**src/logic/wwded_cfg.svh**
```systemverilog
// Address map, field positions, reset values and timing counts.
`ifndef WWDED_CFG_SVH
`define WWDED_CFG_SVH

// Byte addresses of the registers on the APB side.
`define WWDED_ADDR_CTRL 8'h00
`define WWDED_ADDR_STAT 8'h04
`define WWDED_ADDR_MASK 8'h08

// Field positions inside watchdog_control.
`define WWDED_B_RST_EARLY 30
`define WWDED_B_WIN_EN 29
`define WWDED_RST_VAL_HI 23
`define WWDED_RST_VAL_LO 20
`define WWDED_INT_VAL_HI 19
`define WWDED_INT_VAL_LO 16
`define WWDED_B_INT_EARLY 12
`define WWDED_B_RST_EN 11
`define WWDED_B_INT_EN 10
`define WWDED_B_EN 8

// Bit positions inside the status and mask registers.
`define WWDED_S_INT_EARLY 0
`define WWDED_S_RST_EARLY 1

// Reset values of the software-visible registers.
`define WWDED_CTRL_RST 32'h00000000
`define WWDED_EVT_RST 2'h0

// Threshold exponent for code zero, and the tick divider default.
`define WWDED_THR_TOP 5'h1f
`define WWDED_TICK_DIV 1

`endif

```
**src/logic/wwded_pkg.sv**
```systemverilog
// Types shared by the windowed watchdog early-detect block.
`default_nettype none
package wwded_pkg;
  // Two-phase APB slave sequencer.
  typedef enum logic [0:0]
  {
    WWDED_IDLE = 1'b0,
    WWDED_ACC = 1'b1
  } wwded_apb_e;
  // Software-written control fields.
  typedef struct packed
  {
    logic win_en;
    logic rst_en;
    logic int_en;
    logic en;
    logic [3:0] rst_val;
    logic [3:0] int_val;
  } wwded_ctl_s;
  // Pair of early event flags, one bit each.
  typedef struct packed
  {
    logic rst_early;
    logic int_early;
  } wwded_evt_s;
endpackage
`default_nettype wire

```
**src/logic/wwded_top.sv**
```systemverilog
// Early-feed detection of a windowed watchdog, with its APB registers.
`timescale 1ns/1ps
`default_nettype none
`include "wwded_cfg.svh"

module wwded_top #(
  parameter int TICK_DIV = `WWDED_TICK_DIV
) (
  input wire logic CLK_SYS,
  input wire logic RST_N,
  input wire logic PSEL,
  input wire logic PENABLE,
  input wire logic PWRITE,
  input wire logic [7:0] PADDR,
  input wire logic [31:0] PWDATA,
  output logic [31:0] PRDATA,
  output logic PREADY,
  output logic PSLVERR,
  input wire logic FEED,
  output logic IRQ,
  output logic SYS_RST_REQ,
  output logic WDT_EN,
  output logic WIN_EN,
  output logic [31:0] COUNT
);

  // Bus sequencer state.
  wwded_pkg::wwded_apb_e state_r;
  // Control fields held by watchdog_control.
  wwded_pkg::wwded_ctl_s ctl_r;
  // Early flags held inside watchdog_control.
  wwded_pkg::wwded_evt_s flag_r;
  // Sticky status bits and their interrupt mask.
  wwded_pkg::wwded_evt_s stat_r;
  wwded_pkg::wwded_evt_s mask_r;
  // Events detected in this cycle.
  wwded_pkg::wwded_evt_s evt;
  // Watchdog counter, counted in watchdog ticks.
  logic [31:0] cnt_r;
  // Divider that makes the watchdog tick enable.
  logic [15:0] tick_cnt_r;
  logic tick;
  // Decoded thresholds in ticks.
  logic [31:0] thr_int;
  logic [31:0] thr_rst;
  // Bus decode and read data.
  logic hit;
  logic [31:0] rdata;
  logic wr_fire;
  logic feed_ok;
  // Registered outputs.
  logic [31:0] prdata_r;
  logic pready_r;
  logic pslverr_r;
  logic irq_r;
  logic rst_req_r;

  // Code n selects two to the power of 31 minus n ticks.
  function automatic logic [31:0] thr_of(input logic [3:0] code);
    logic [4:0] sh;
    sh = `WWDED_THR_TOP - {1'b0, code};
    thr_of = 32'h00000001 << sh;
  endfunction

  // Both thresholds decode from their four-bit codes.
  assign thr_int = thr_of(ctl_r.int_val);
  assign thr_rst = thr_of(ctl_r.rst_val);

  // A feed only counts while the watchdog runs; the feed
  // sequence itself is checked elsewhere in the unit.
  assign feed_ok = FEED & ctl_r.en;

  // Early events compare the count at the feed with each
  // threshold; the comparison ignores windowing on purpose.
  assign evt.int_early = feed_ok & (cnt_r < thr_int);
  assign evt.rst_early = feed_ok & (cnt_r < thr_rst);

  // A write takes effect only on the completing access edge.
  assign wr_fire = PSEL & PENABLE & pready_r & PWRITE;

  // Tick divider; with the default every clock is a tick.
  always_ff @(posedge CLK_SYS or negedge RST_N)
  begin
    if (!RST_N)
    begin
      tick_cnt_r <= 16'h0000;
    end
    else if (tick)
    begin
      tick_cnt_r <= 16'h0000;
    end
    else
    begin
      tick_cnt_r <= tick_cnt_r + 16'h0001;
    end
  end
  assign tick = (tick_cnt_r == 16'(TICK_DIV - 1));

  // The counter restarts on a feed, holds while disabled and
  // saturates rather than wrapping back into the early zone.
  always_ff @(posedge CLK_SYS or negedge RST_N)
  begin
    if (!RST_N)
    begin
      cnt_r <= 32'h00000000;
    end
    else if (feed_ok)
    begin
      cnt_r <= 32'h00000000;
    end
    else if (ctl_r.en && tick && cnt_r != 32'hffffffff)
    begin
      cnt_r <= cnt_r + 32'h00000001;
    end
  end

  // Control fields. Thresholds change at any time in hardware;
  // software is expected to stop the timer first, otherwise a
  // feed may be judged against a half-updated window.
  always_ff @(posedge CLK_SYS or negedge RST_N)
  begin
    if (!RST_N)
    begin
      ctl_r <= wwded_pkg::wwded_ctl_s'(12'h000);
    end
    else if (wr_fire && PADDR == `WWDED_ADDR_CTRL)
    begin
      // Reserved bits are simply not stored.
      ctl_r.win_en <= PWDATA[`WWDED_B_WIN_EN];
      ctl_r.rst_en <= PWDATA[`WWDED_B_RST_EN];
      ctl_r.int_en <= PWDATA[`WWDED_B_INT_EN];
      ctl_r.en <= PWDATA[`WWDED_B_EN];
      ctl_r.rst_val <= PWDATA[`WWDED_RST_VAL_HI:`WWDED_RST_VAL_LO];
      ctl_r.int_val <= PWDATA[`WWDED_INT_VAL_HI:`WWDED_INT_VAL_LO];
    end
  end

  // Early flags are plain read/write bits; a hardware set in
  // the same cycle as a software write of zero wins.
  always_ff @(posedge CLK_SYS or negedge RST_N)
  begin
    if (!RST_N)
    begin
      flag_r <= `WWDED_EVT_RST;
    end
    else
    begin
      if (evt.int_early)
      begin
        flag_r.int_early <= 1'b1;
      end
      else if (wr_fire && PADDR == `WWDED_ADDR_CTRL)
      begin
        flag_r.int_early <= PWDATA[`WWDED_B_INT_EARLY];
      end
      if (evt.rst_early)
      begin
        flag_r.rst_early <= 1'b1;
      end
      else if (wr_fire && PADDR == `WWDED_ADDR_CTRL)
      begin
        flag_r.rst_early <= PWDATA[`WWDED_B_RST_EARLY];
      end
    end
  end

  // Status bits latch only events that windowing recognises;
  // writing one clears, and a new event beats the clear.
  always_ff @(posedge CLK_SYS or negedge RST_N)
  begin
    if (!RST_N)
    begin
      stat_r <= `WWDED_EVT_RST;
    end
    else if (wr_fire && PADDR == `WWDED_ADDR_STAT)
    begin
      stat_r <= (stat_r & ~PWDATA[1:0]) | (evt & {2{ctl_r.win_en}});
    end
    else
    begin
      stat_r <= stat_r | (evt & {2{ctl_r.win_en}});
    end
  end

  // Interrupt mask, same layout as the status register.
  always_ff @(posedge CLK_SYS or negedge RST_N)
  begin
    if (!RST_N)
    begin
      mask_r <= `WWDED_EVT_RST;
    end
    else if (wr_fire && PADDR == `WWDED_ADDR_MASK)
    begin
      mask_r <= PWDATA[1:0];
    end
  end

  // One level interrupt from the enabled early flag or any
  // unmasked status bit.
  always_ff @(posedge CLK_SYS or negedge RST_N)
  begin
    if (!RST_N)
    begin
      irq_r <= 1'b0;
    end
    else
    begin
      irq_r <= (flag_r.int_early & ctl_r.int_en) | (|(stat_r & mask_r));
    end
  end

  // System reset request is a one-cycle pulse; it needs both
  // windowing and the reset enable, the flag needs neither.
  always_ff @(posedge CLK_SYS or negedge RST_N)
  begin
    if (!RST_N)
    begin
      rst_req_r <= 1'b0;
    end
    else
    begin
      rst_req_r <= evt.rst_early & ctl_r.win_en & ctl_r.rst_en;
    end
  end

  // Address decode and read data; unmapped reads return zero.
  always_comb
  begin
    hit = 1'b1;
    rdata = 32'h00000000;
    case (PADDR)
      `WWDED_ADDR_CTRL:
      begin
        rdata[`WWDED_B_RST_EARLY] = flag_r.rst_early;
        rdata[`WWDED_B_WIN_EN] = ctl_r.win_en;
        rdata[`WWDED_RST_VAL_HI:`WWDED_RST_VAL_LO] = ctl_r.rst_val;
        rdata[`WWDED_INT_VAL_HI:`WWDED_INT_VAL_LO] = ctl_r.int_val;
        rdata[`WWDED_B_INT_EARLY] = flag_r.int_early;
        rdata[`WWDED_B_RST_EN] = ctl_r.rst_en;
        rdata[`WWDED_B_INT_EN] = ctl_r.int_en;
        rdata[`WWDED_B_EN] = ctl_r.en;
      end
      `WWDED_ADDR_STAT:
      begin
        rdata[1:0] = stat_r;
      end
      `WWDED_ADDR_MASK:
      begin
        rdata[1:0] = mask_r;
      end
      default:
      begin
        hit = 1'b0;
      end
    endcase
  end

  // APB sequencer: the answer comes one cycle after setup,
  // with read data captured at that same edge.
  always_ff @(posedge CLK_SYS or negedge RST_N)
  begin
    if (!RST_N)
    begin
      state_r <= wwded_pkg::WWDED_IDLE;
      pready_r <= 1'b0;
      pslverr_r <= 1'b0;
      prdata_r <= 32'h00000000;
    end
    else
    begin
      case (state_r)
        wwded_pkg::WWDED_IDLE:
        begin
          if (PSEL && !PENABLE)
          begin
            state_r <= wwded_pkg::WWDED_ACC;
            pready_r <= 1'b1;
            pslverr_r <= ~hit;
            prdata_r <= PWRITE ? 32'h00000000 : rdata;
          end
        end
        wwded_pkg::WWDED_ACC:
        begin
          // The access always ends here since ready was high.
          state_r <= wwded_pkg::WWDED_IDLE;
          pready_r <= 1'b0;
          pslverr_r <= 1'b0;
        end
        default:
        begin
          state_r <= wwded_pkg::WWDED_IDLE;
          pready_r <= 1'b0;
        end
      endcase
    end
  end

  // Outputs come straight from flip-flops.
  assign PRDATA = prdata_r;
  assign PREADY = pready_r;
  assign PSLVERR = pslverr_r;
  assign IRQ = irq_r;
  assign SYS_RST_REQ = rst_req_r;
  assign WDT_EN = ctl_r.en;
  assign WIN_EN = ctl_r.win_en;
  assign COUNT = cnt_r;
endmodule
`default_nettype wire

```
**config.mk**
```make
export PLATFORM = sky130hd
export DESIGN_NAME = wwded_top
export DESIGN_NICKNAME = d
export VERILOG_FILES = /design/src/logic/wwded_pkg.sv /design/src/logic/wwded_top.sv
export VERILOG_INCLUDE_DIRS = /design/src /design/src/logic
export SDC_FILE = /design/constraint.sdc
export NUM_CORES = 1
export LEC_CHECK = 0
export BUFFER_PORTS_ARGS = -buffer_cell sky130_fd_sc_hd__buf_2
export CAP_MARGIN = 20
export CORE_UTILIZATION = 54
export CTS_CLUSTER_SIZE = 25
export DETAILED_ROUTE_END_ITERATION = 10
export PLACE_DENSITY = 0.8
export SKIP_LAST_GASP = 1
export SYNTH_ARGS = -nofsm -noshare
export SYNTH_HDL_FRONTEND = slang
export SYNTH_SLANG_ARGS = --single-unit
```
**constraint.sdc**
```tcl
create_clock -name CLK_SYS -period 2.38 [get_ports CLK_SYS]
set_input_delay 0 -clock CLK_SYS [delete_from_list [all_inputs] [get_ports CLK_SYS]]
set_output_delay 0 -clock CLK_SYS [all_outputs]
set_load 0.01 [all_outputs]
```
---- Word level (Yosys, flattened, before mapping) ----
Cells that the tools add are included.
storage, ports and cells
  input bits .............................. 46
  register bits after elaboration ......... 103
  word-level logic and storage cells ...... 86
  output and inout bits ................... 70
cells by class
  mux-type cells .......................... 21
  equal/unequal tests ..................... 4
  $add $sub $neg .......................... 4
  $lt $le $gt $ge ......................... 2
  shift operators ......................... 2
  reduce and logical (&&, ||, !) cells .... 15
  bitwise gates (word level) .............. 18
operator list
  cell                                                                count
  32-bit less-than comparator                                         2
  32-bit 2-to-1 mux                                                   2
  1-bit by 5-bit << shifter with 32-bit output, first input constant  2
  32-bit by 1-bit adder with 32-bit output, second input constant     1
  32-bit inequality test, second input constant                       1
  31-bit 2-to-1 mux                                                   1
  16-bit by 1-bit adder with 16-bit output, second input constant     1
  16-bit zero test                                                    1
  16-bit 2-to-1 mux                                                   1
  5-bit by 4-bit subtractor with 5-bit output, first input constant   2
  1-bit bitwise AND                                                   9
  1-bit 2-to-1 mux                                                    9
  8-bit by 3-bit == test with 1-bit output, second input constant     1
  8-bit by 4-bit == test with 1-bit output, second input constant     1
  8-bit zero test                                                     1
  8-bit 2-to-1 mux                                                    1
  2-bit bitwise AND                                                   3
  1-bit logical AND                                                   6
  1-bit one-hot mux with 2 select lines                               3
  2-bit nonzero test                                                  3
  2-bit 2-to-1 mux                                                    2
  2-bit OR                                                            2
  2-bit one-hot mux with 2 select lines                               1
  3-bit 2-to-1 mux                                                    1
  8 further kinds                                                     9

---- Longest topological paths before layout ----
  word-level depth ........................ 7
  depth in mapped cells ................... 10
  depth with buffers taken out ............ 8

---- Worst setup path after synthesis ----
Ideal clock, no wire load.
  kind .................................... reg-to-reg
  from .................................... reg ctl_r[4] (netlist name)
  to ...................................... reg stat_r[1] (netlist name)
  data required time ...................... 2.259 ns
  setup slack ............................. 0.303 ns
  arrival ................................. 1.956 ns
  cell stages (with the launch flop) ...... 10
  cell sequence ........................... dfrtp_1 > clkbuf_1 > nor2b_1 > nand3_1 > ha_1 > a211oi_1 > a211oi_1 > a211oi_1 > o211a_1 > a22o_1
between the ends
  longest elaborated chain between the ends .. 7
RTL lines
  item                                                     line                                text
  start: declaration                                       wwded_top.sv:30                     wwded_pkg::wwded_ctl_s ctl_r;
  start signal: assignment                                 wwded_top.sv:124                    ctl_r <= wwded_pkg::wwded_ctl_s'(12'h000);
  5-bit by 4-bit subtractor with 5-bit output (no line) *  -
  1-bit by 5-bit << shifter with 32-bit output *           wwded_top.sv:62                     thr_of = 32'h00000001 << sh;
  32-bit less-than comparator *                            wwded_top.sv:76                     assign evt.rst_early = feed_ok & (cnt_r < thr_rst);
  1-bit bitwise AND *                                      wwded_top.sv:76
  2-bit bitwise AND *                                      wwded_top.sv:177, wwded_top.sv:181
  2-bit OR (on tied branches)                              wwded_top.sv:181, wwded_top.sv:177
  2-bit 2-to-1 mux *                                       wwded_top.sv:175                    else if (wr_fire && PADDR == `WWDED_ADDR_STAT)
  end signal: assignment                                   wwded_top.sv:173                    stat_r <= `WWDED_EVT_RST;
  end signal: assignment                                   wwded_top.sv:177                    stat_r <= (stat_r & ~PWDATA[1:0]) | (evt & {2{ctl_r.win_en}});
  end signal: assignment                                   wwded_top.sv:181                    stat_r <= stat_r | (evt & {2{ctl_r.win_en}});
  end: declaration                                         wwded_top.sv:34                     wwded_pkg::wwded_evt_s stat_r;
Mark *: on every way between the ends. The rest lies on a longest branch, timed or not.
A chain may end at the register's enable or synchronous reset.

---- Final worst setup path ----
  from .................................... reg ctl_r[0] (netlist name)
  to ...................................... reg flag_r[0] (netlist name)
between the ends
  longest elaborated chain between the ends .. 5
RTL lines
  item                                                           line              text
  5-bit by 4-bit subtractor with 5-bit output (no line) *        -
  1-bit by 5-bit << shifter with 32-bit output *                 wwded_top.sv:62
  32-bit less-than comparator *                                  wwded_top.sv:75   assign evt.int_early = feed_ok & (cnt_r < thr_int);
  1-bit bitwise AND *                                            wwded_top.sv:75
  1-bit 2-to-1 mux / 2-bit nonzero test (equally long branches)  -
  end signal: assignment                                         wwded_top.sv:144  flag_r <= `WWDED_EVT_RST;
  end: declaration                                               wwded_top.sv:32   wwded_pkg::wwded_evt_s flag_r;
Marked as above.

==> results.yml <==
run_status:
  outcome: "completed"
logic_synthesis:
  mappedNetlistArea_um2: 5080
  portion_of_the_post_synthesis_area_used_by_sequential_elements_pct: 42.8
  yosys-top-cells-area: "sky130_fd_sc_hd__dfrtp_1 43%, sky130_fd_sc_hd__ha_1 8.6%, sky130_fd_sc_hd__nand2_1 3.6%, sky130_fd_sc_hd__nand3_1 3.2%, sky130_fd_sc_hd__mux2_2 3.1%"
  asyncSetResetFlopFracSynth_pct: 100
  synth.yosys.warnings: 0
  netlist_instances: 510
  synth_top_cell_by_area: "sky130_fd_sc_hd__dfrtp_1"
  synth_top_flop_cell: "sky130_fd_sc_hd__dfrtp_1"
  post-synth-top-area-fraction_pct: 42.8
  synth_enable_flop_cells: 0
  synth.avg_cell_area_um2: 9.97
  synth-seq-cells: 87
  synth_cell_type_count: 64
detailed_routing:
  number_of_remaining_drc_errors: 0
  routed_wirelength_mm: 13.6
  via_cell_ratio: 6.17
  dr.pass1.iters: 7
  drtIter0Drc: 310
  detail_route.wl_per_cell_um: 17.7
  antenna_violating_nets_post_route: 0
  vias: 4731
power_and_ir_drop:
  p_total_mw: 3.43
  static-leakage-power_nw: 2.87
  power_density_nw_per_um2: 541
  worst_ir_drop_vdd_v: 0.000347
min_path:
  timing.hold.worst_path_depth: 4
  min_path_type: "input pin to register"
clock_tree:
  cts_max_level: 3
  tritoncts_clock_tree: "built"
  master_cell_of_the_clock_root_buffer: "sky130_fd_sc_hd__clkbuf_8"
  cts.reportedPaths.clkPinSlew_ns: 0.10
  worst_skew_pair.late_latency_ns: 0.37
  cts-root-to-sink-buffers: 2
  cts_buffers: 9
  clock_sink_count: 87
sta:
  skew_ns: 0.0201
  maxClockFrequency_mhz: 428
  setup-tns-final_ns: 0
  maxSlewHeadroom_pct: 54.2
  max_slew.worst_pin.slew_ns: 0.686
  final_hold_viol_count: 0
  holdWs_ns: 0.0321
  setup_violations: 0
  finalWorstPathRequiredPeriod_ns: 2.34
  final_min_period_over_clock_period_pct: 98.2
  final-max-slew-violation-count: 0
floorplan:
  core_area_um2: 9200
  die_width_um: 99.0
  dieArea_um2: 9810
  start_util_pct: 55.3
  rows: 35
  dieHeight_um: 99.0
  top_level_ports: 116
global_route:
  grt_pass1_vias: 4562
  grtUsageTotal_pct: 28.5
  grt_first_pass_wirelength_mm: 21.9
  total_gr_overflow: 0
  grt_start_max_net_pins: 50
  antenna_found_initial: 0
place:
  placed_area_um2: 5830
  gp_routability_congestion: 0.865
  dpl.hpwl_mm: 9.16
  port-buffer-count: 83
cells_and_area:
  final_layout_size_suffix_gt1_share_pct: 29.6
  antenna_diode_count: 0
  fin_nets: 733
  finalInstanceArea_um2: 6340
  syn_to_final_growth_pct: 24.7
  filler_cell_count: 691
worst_setup_path:
  reg2reg_depth: 9
  cp-start-kind: "register"
  kind_of_end_point_of_the_critical_path: "register"
  required_ns: 2.69
  worst-setup-path-type: "register to register"
  cp_cell_sequence: "nor2b_4 > nand3_1 > ha_1 > o21ai_0 > a22oi_1 > a2111oi_2 > o21ai_1 > buf_4 > nand2_1"
  critical_path_slowest_stage_cell: "sky130_fd_sc_hd__dfrtp_1"
  timing.critical_path.fanout_max: 6
  timing.critical_path.slowest_cell_delay_ns: 0.51
  timing.critical_path.arrival_ns: 2.65
run:
  cap_violations: 0
per-layer routing:
| metal | global-route usage [%] | wire length (µm) | share of wire (%) |
|---|---|---|---|
| met1 | 36.7 | 5530 | 41 |
| met3 | 5.74 | 831 | 6.1 |
| met2 | 46.7 | 6870 | 51 |
| met4 | 13.0 | 373 | 2.7 |
| met5 | 0 | 0 | 0 |
metrics by stage:
| stage | utilization (%) | setup WS (ns) | instances |
|---|---|---|---|
| after floorplan | - | 0.303 | 525 |
| after global placement | 63.4 | 0.0878 | 729 |
| after detailed placement | 63.4 | 0.0138 | 729 |
| after CTS | 68.2 | -0.00643 | 766 |
| after global routing | 68.9 | -0.0659 | 767 |
| final | 68.9 | 0.0428 | 767 |
cell type report:
type                            instances  area, µm²  share of cell area [%]
Inverter                               11       41.3                   0.652
Timing Repair Buffer                  150        986                    15.6
Clock inverter                          6       93.8                    1.48
Sequential cell                        87       2180                    34.4
Multi-Input combinational cell        393       2770                    43.8
Tap cell                              111        139                    2.19
Clock buffer                            9        124                    1.95
placed cells by master, fill, tap and decap left out, drive strengths merged, types with 5 or more instances in the layout:
| cell | Yosys | final |
|---|---|---|
| conb | 1 | 16 |
| dfrtp | 87 | 87 |
| inv | 11 | 12 |
| a211oi | 5 | 5 |
| dlygate4sd3 | 0 | 21 |
| xnor2 | 15 | 15 |
| and4 | 10 | 10 |
| o21ai | 16 | 16 |
| or3 | 10 | 10 |
| a22o | 15 | 15 |
| or4 | 14 | 14 |
| ha | 35 | 35 |
| buf | 21 | 129 |
| clkbuf | 14 | 9 |
| a21oi | 30 | 30 |
| nor2b | 13 | 13 |
| nand2 | 49 | 49 |
| o31ai | 16 | 16 |
| nor2 | 27 | 27 |
| nand3 | 33 | 33 |
| nand4 | 15 | 15 |
| mux2 | 14 | 14 |
| and3 | 8 | 8 |
cells in the mapped netlist (2+ instances only):
cell,n
sky130_fd_sc_hd__dfrtp_1,87
sky130_fd_sc_hd__nand2_1,49
sky130_fd_sc_hd__ha_1,35
sky130_fd_sc_hd__nand3_1,32
sky130_fd_sc_hd__a21oi_1,28
sky130_fd_sc_hd__nor2_1,27
sky130_fd_sc_hd__buf_4,17
sky130_fd_sc_hd__a22o_1,15
sky130_fd_sc_hd__nand4_1,15
sky130_fd_sc_hd__o31ai_1,15
sky130_fd_sc_hd__xnor2_1,15
sky130_fd_sc_hd__clkbuf_1,14
sky130_fd_sc_hd__mux2_2,14
sky130_fd_sc_hd__o21ai_0,14
sky130_fd_sc_hd__nor2b_1,13
sky130_fd_sc_hd__inv_1,11
sky130_fd_sc_hd__or4_1,11
sky130_fd_sc_hd__and4_1,9
sky130_fd_sc_hd__or3_1,8
sky130_fd_sc_hd__and3_1,6
sky130_fd_sc_hd__a211oi_1,5
sky130_fd_sc_hd__a21o_1,4
sky130_fd_sc_hd__a22oi_1,4
sky130_fd_sc_hd__nor3_1,4
sky130_fd_sc_hd__nor4_1,4
sky130_fd_sc_hd__and2_1,3
sky130_fd_sc_hd__or4_2,3
sky130_fd_sc_hd__a2111oi_0,2
sky130_fd_sc_hd__a21oi_2,2
sky130_fd_sc_hd__a31oi_1,2
sky130_fd_sc_hd__and3_2,2
sky130_fd_sc_hd__mux2i_1,2
sky130_fd_sc_hd__nand2b_1,2
sky130_fd_sc_hd__nor4b_2,2
sky130_fd_sc_hd__o21a_1,2
sky130_fd_sc_hd__o21ai_1,2
sky130_fd_sc_hd__o31a_2,2
sky130_fd_sc_hd__xor2_1,2
worst max-delay path: cells and delay by family (launching register included):
kind / cells / cell delay [ns]
simple gates: 3 / 0.43
compound gates: 4 / 0.87
buf+inv: 1 / 0.18
fa+ha+maj: 1 / 0.29
flops: 1 / 0.51
flip-flops by register name (all words and copies together), names as in the netlist, 2 cells and up:
name        cells
mask_r          2
PRDATA         16
tick_cnt_r     16
ctl_r          10
stat_r          2
flag_r          2
COUNT          32
where the power goes:
group          switching [mW]  leakage (nW)  internal [mW]
combinational           0.417          1.69          0.286
clock                   0.552         0.106          0.593
sequential             0.0465          1.07           1.54
cells by family after synthesis:
kind of cell             share of synthesized area [%]
AND/OR/NAND/NOR                                   21.2
flip-flops                                        42.8
buffers and inverters                             5.14
XOR/XNOR                                          2.93
other                                           0.0738
multiplexers                                      3.49
AO/OA/AOI/OAI                                     15.7
adder cells (fa/ha/maj)                           8.61
final timing paths:
kind                         endpoint  slack [ns]  startpoint
setup / recovery            flag_r[0]        0.04    ctl_r[0]
hold / removal                 PREADY        0.03        PSEL
setup reg to reg            flag_r[0]        0.04    ctl_r[0]
hold reg to reg                PREADY        0.43     state_r
max in group asynchronous    COUNT[3]        1.51       RST_N
min in group asynchronous  PRDATA[30]        0.19       RST_N
repair_timing:
action / in CTS / in global routing
pin swaps: 0 / 0
cloned: 1 / 0
resized for setup: 2 / 18
setup buffers: 0 / 1
endpoints found under the hold margin: 72 / 0
hold buffers: 21 / 0
setup endpoints to repair: 4 / 18
Power figures use the tool's default switching activity.
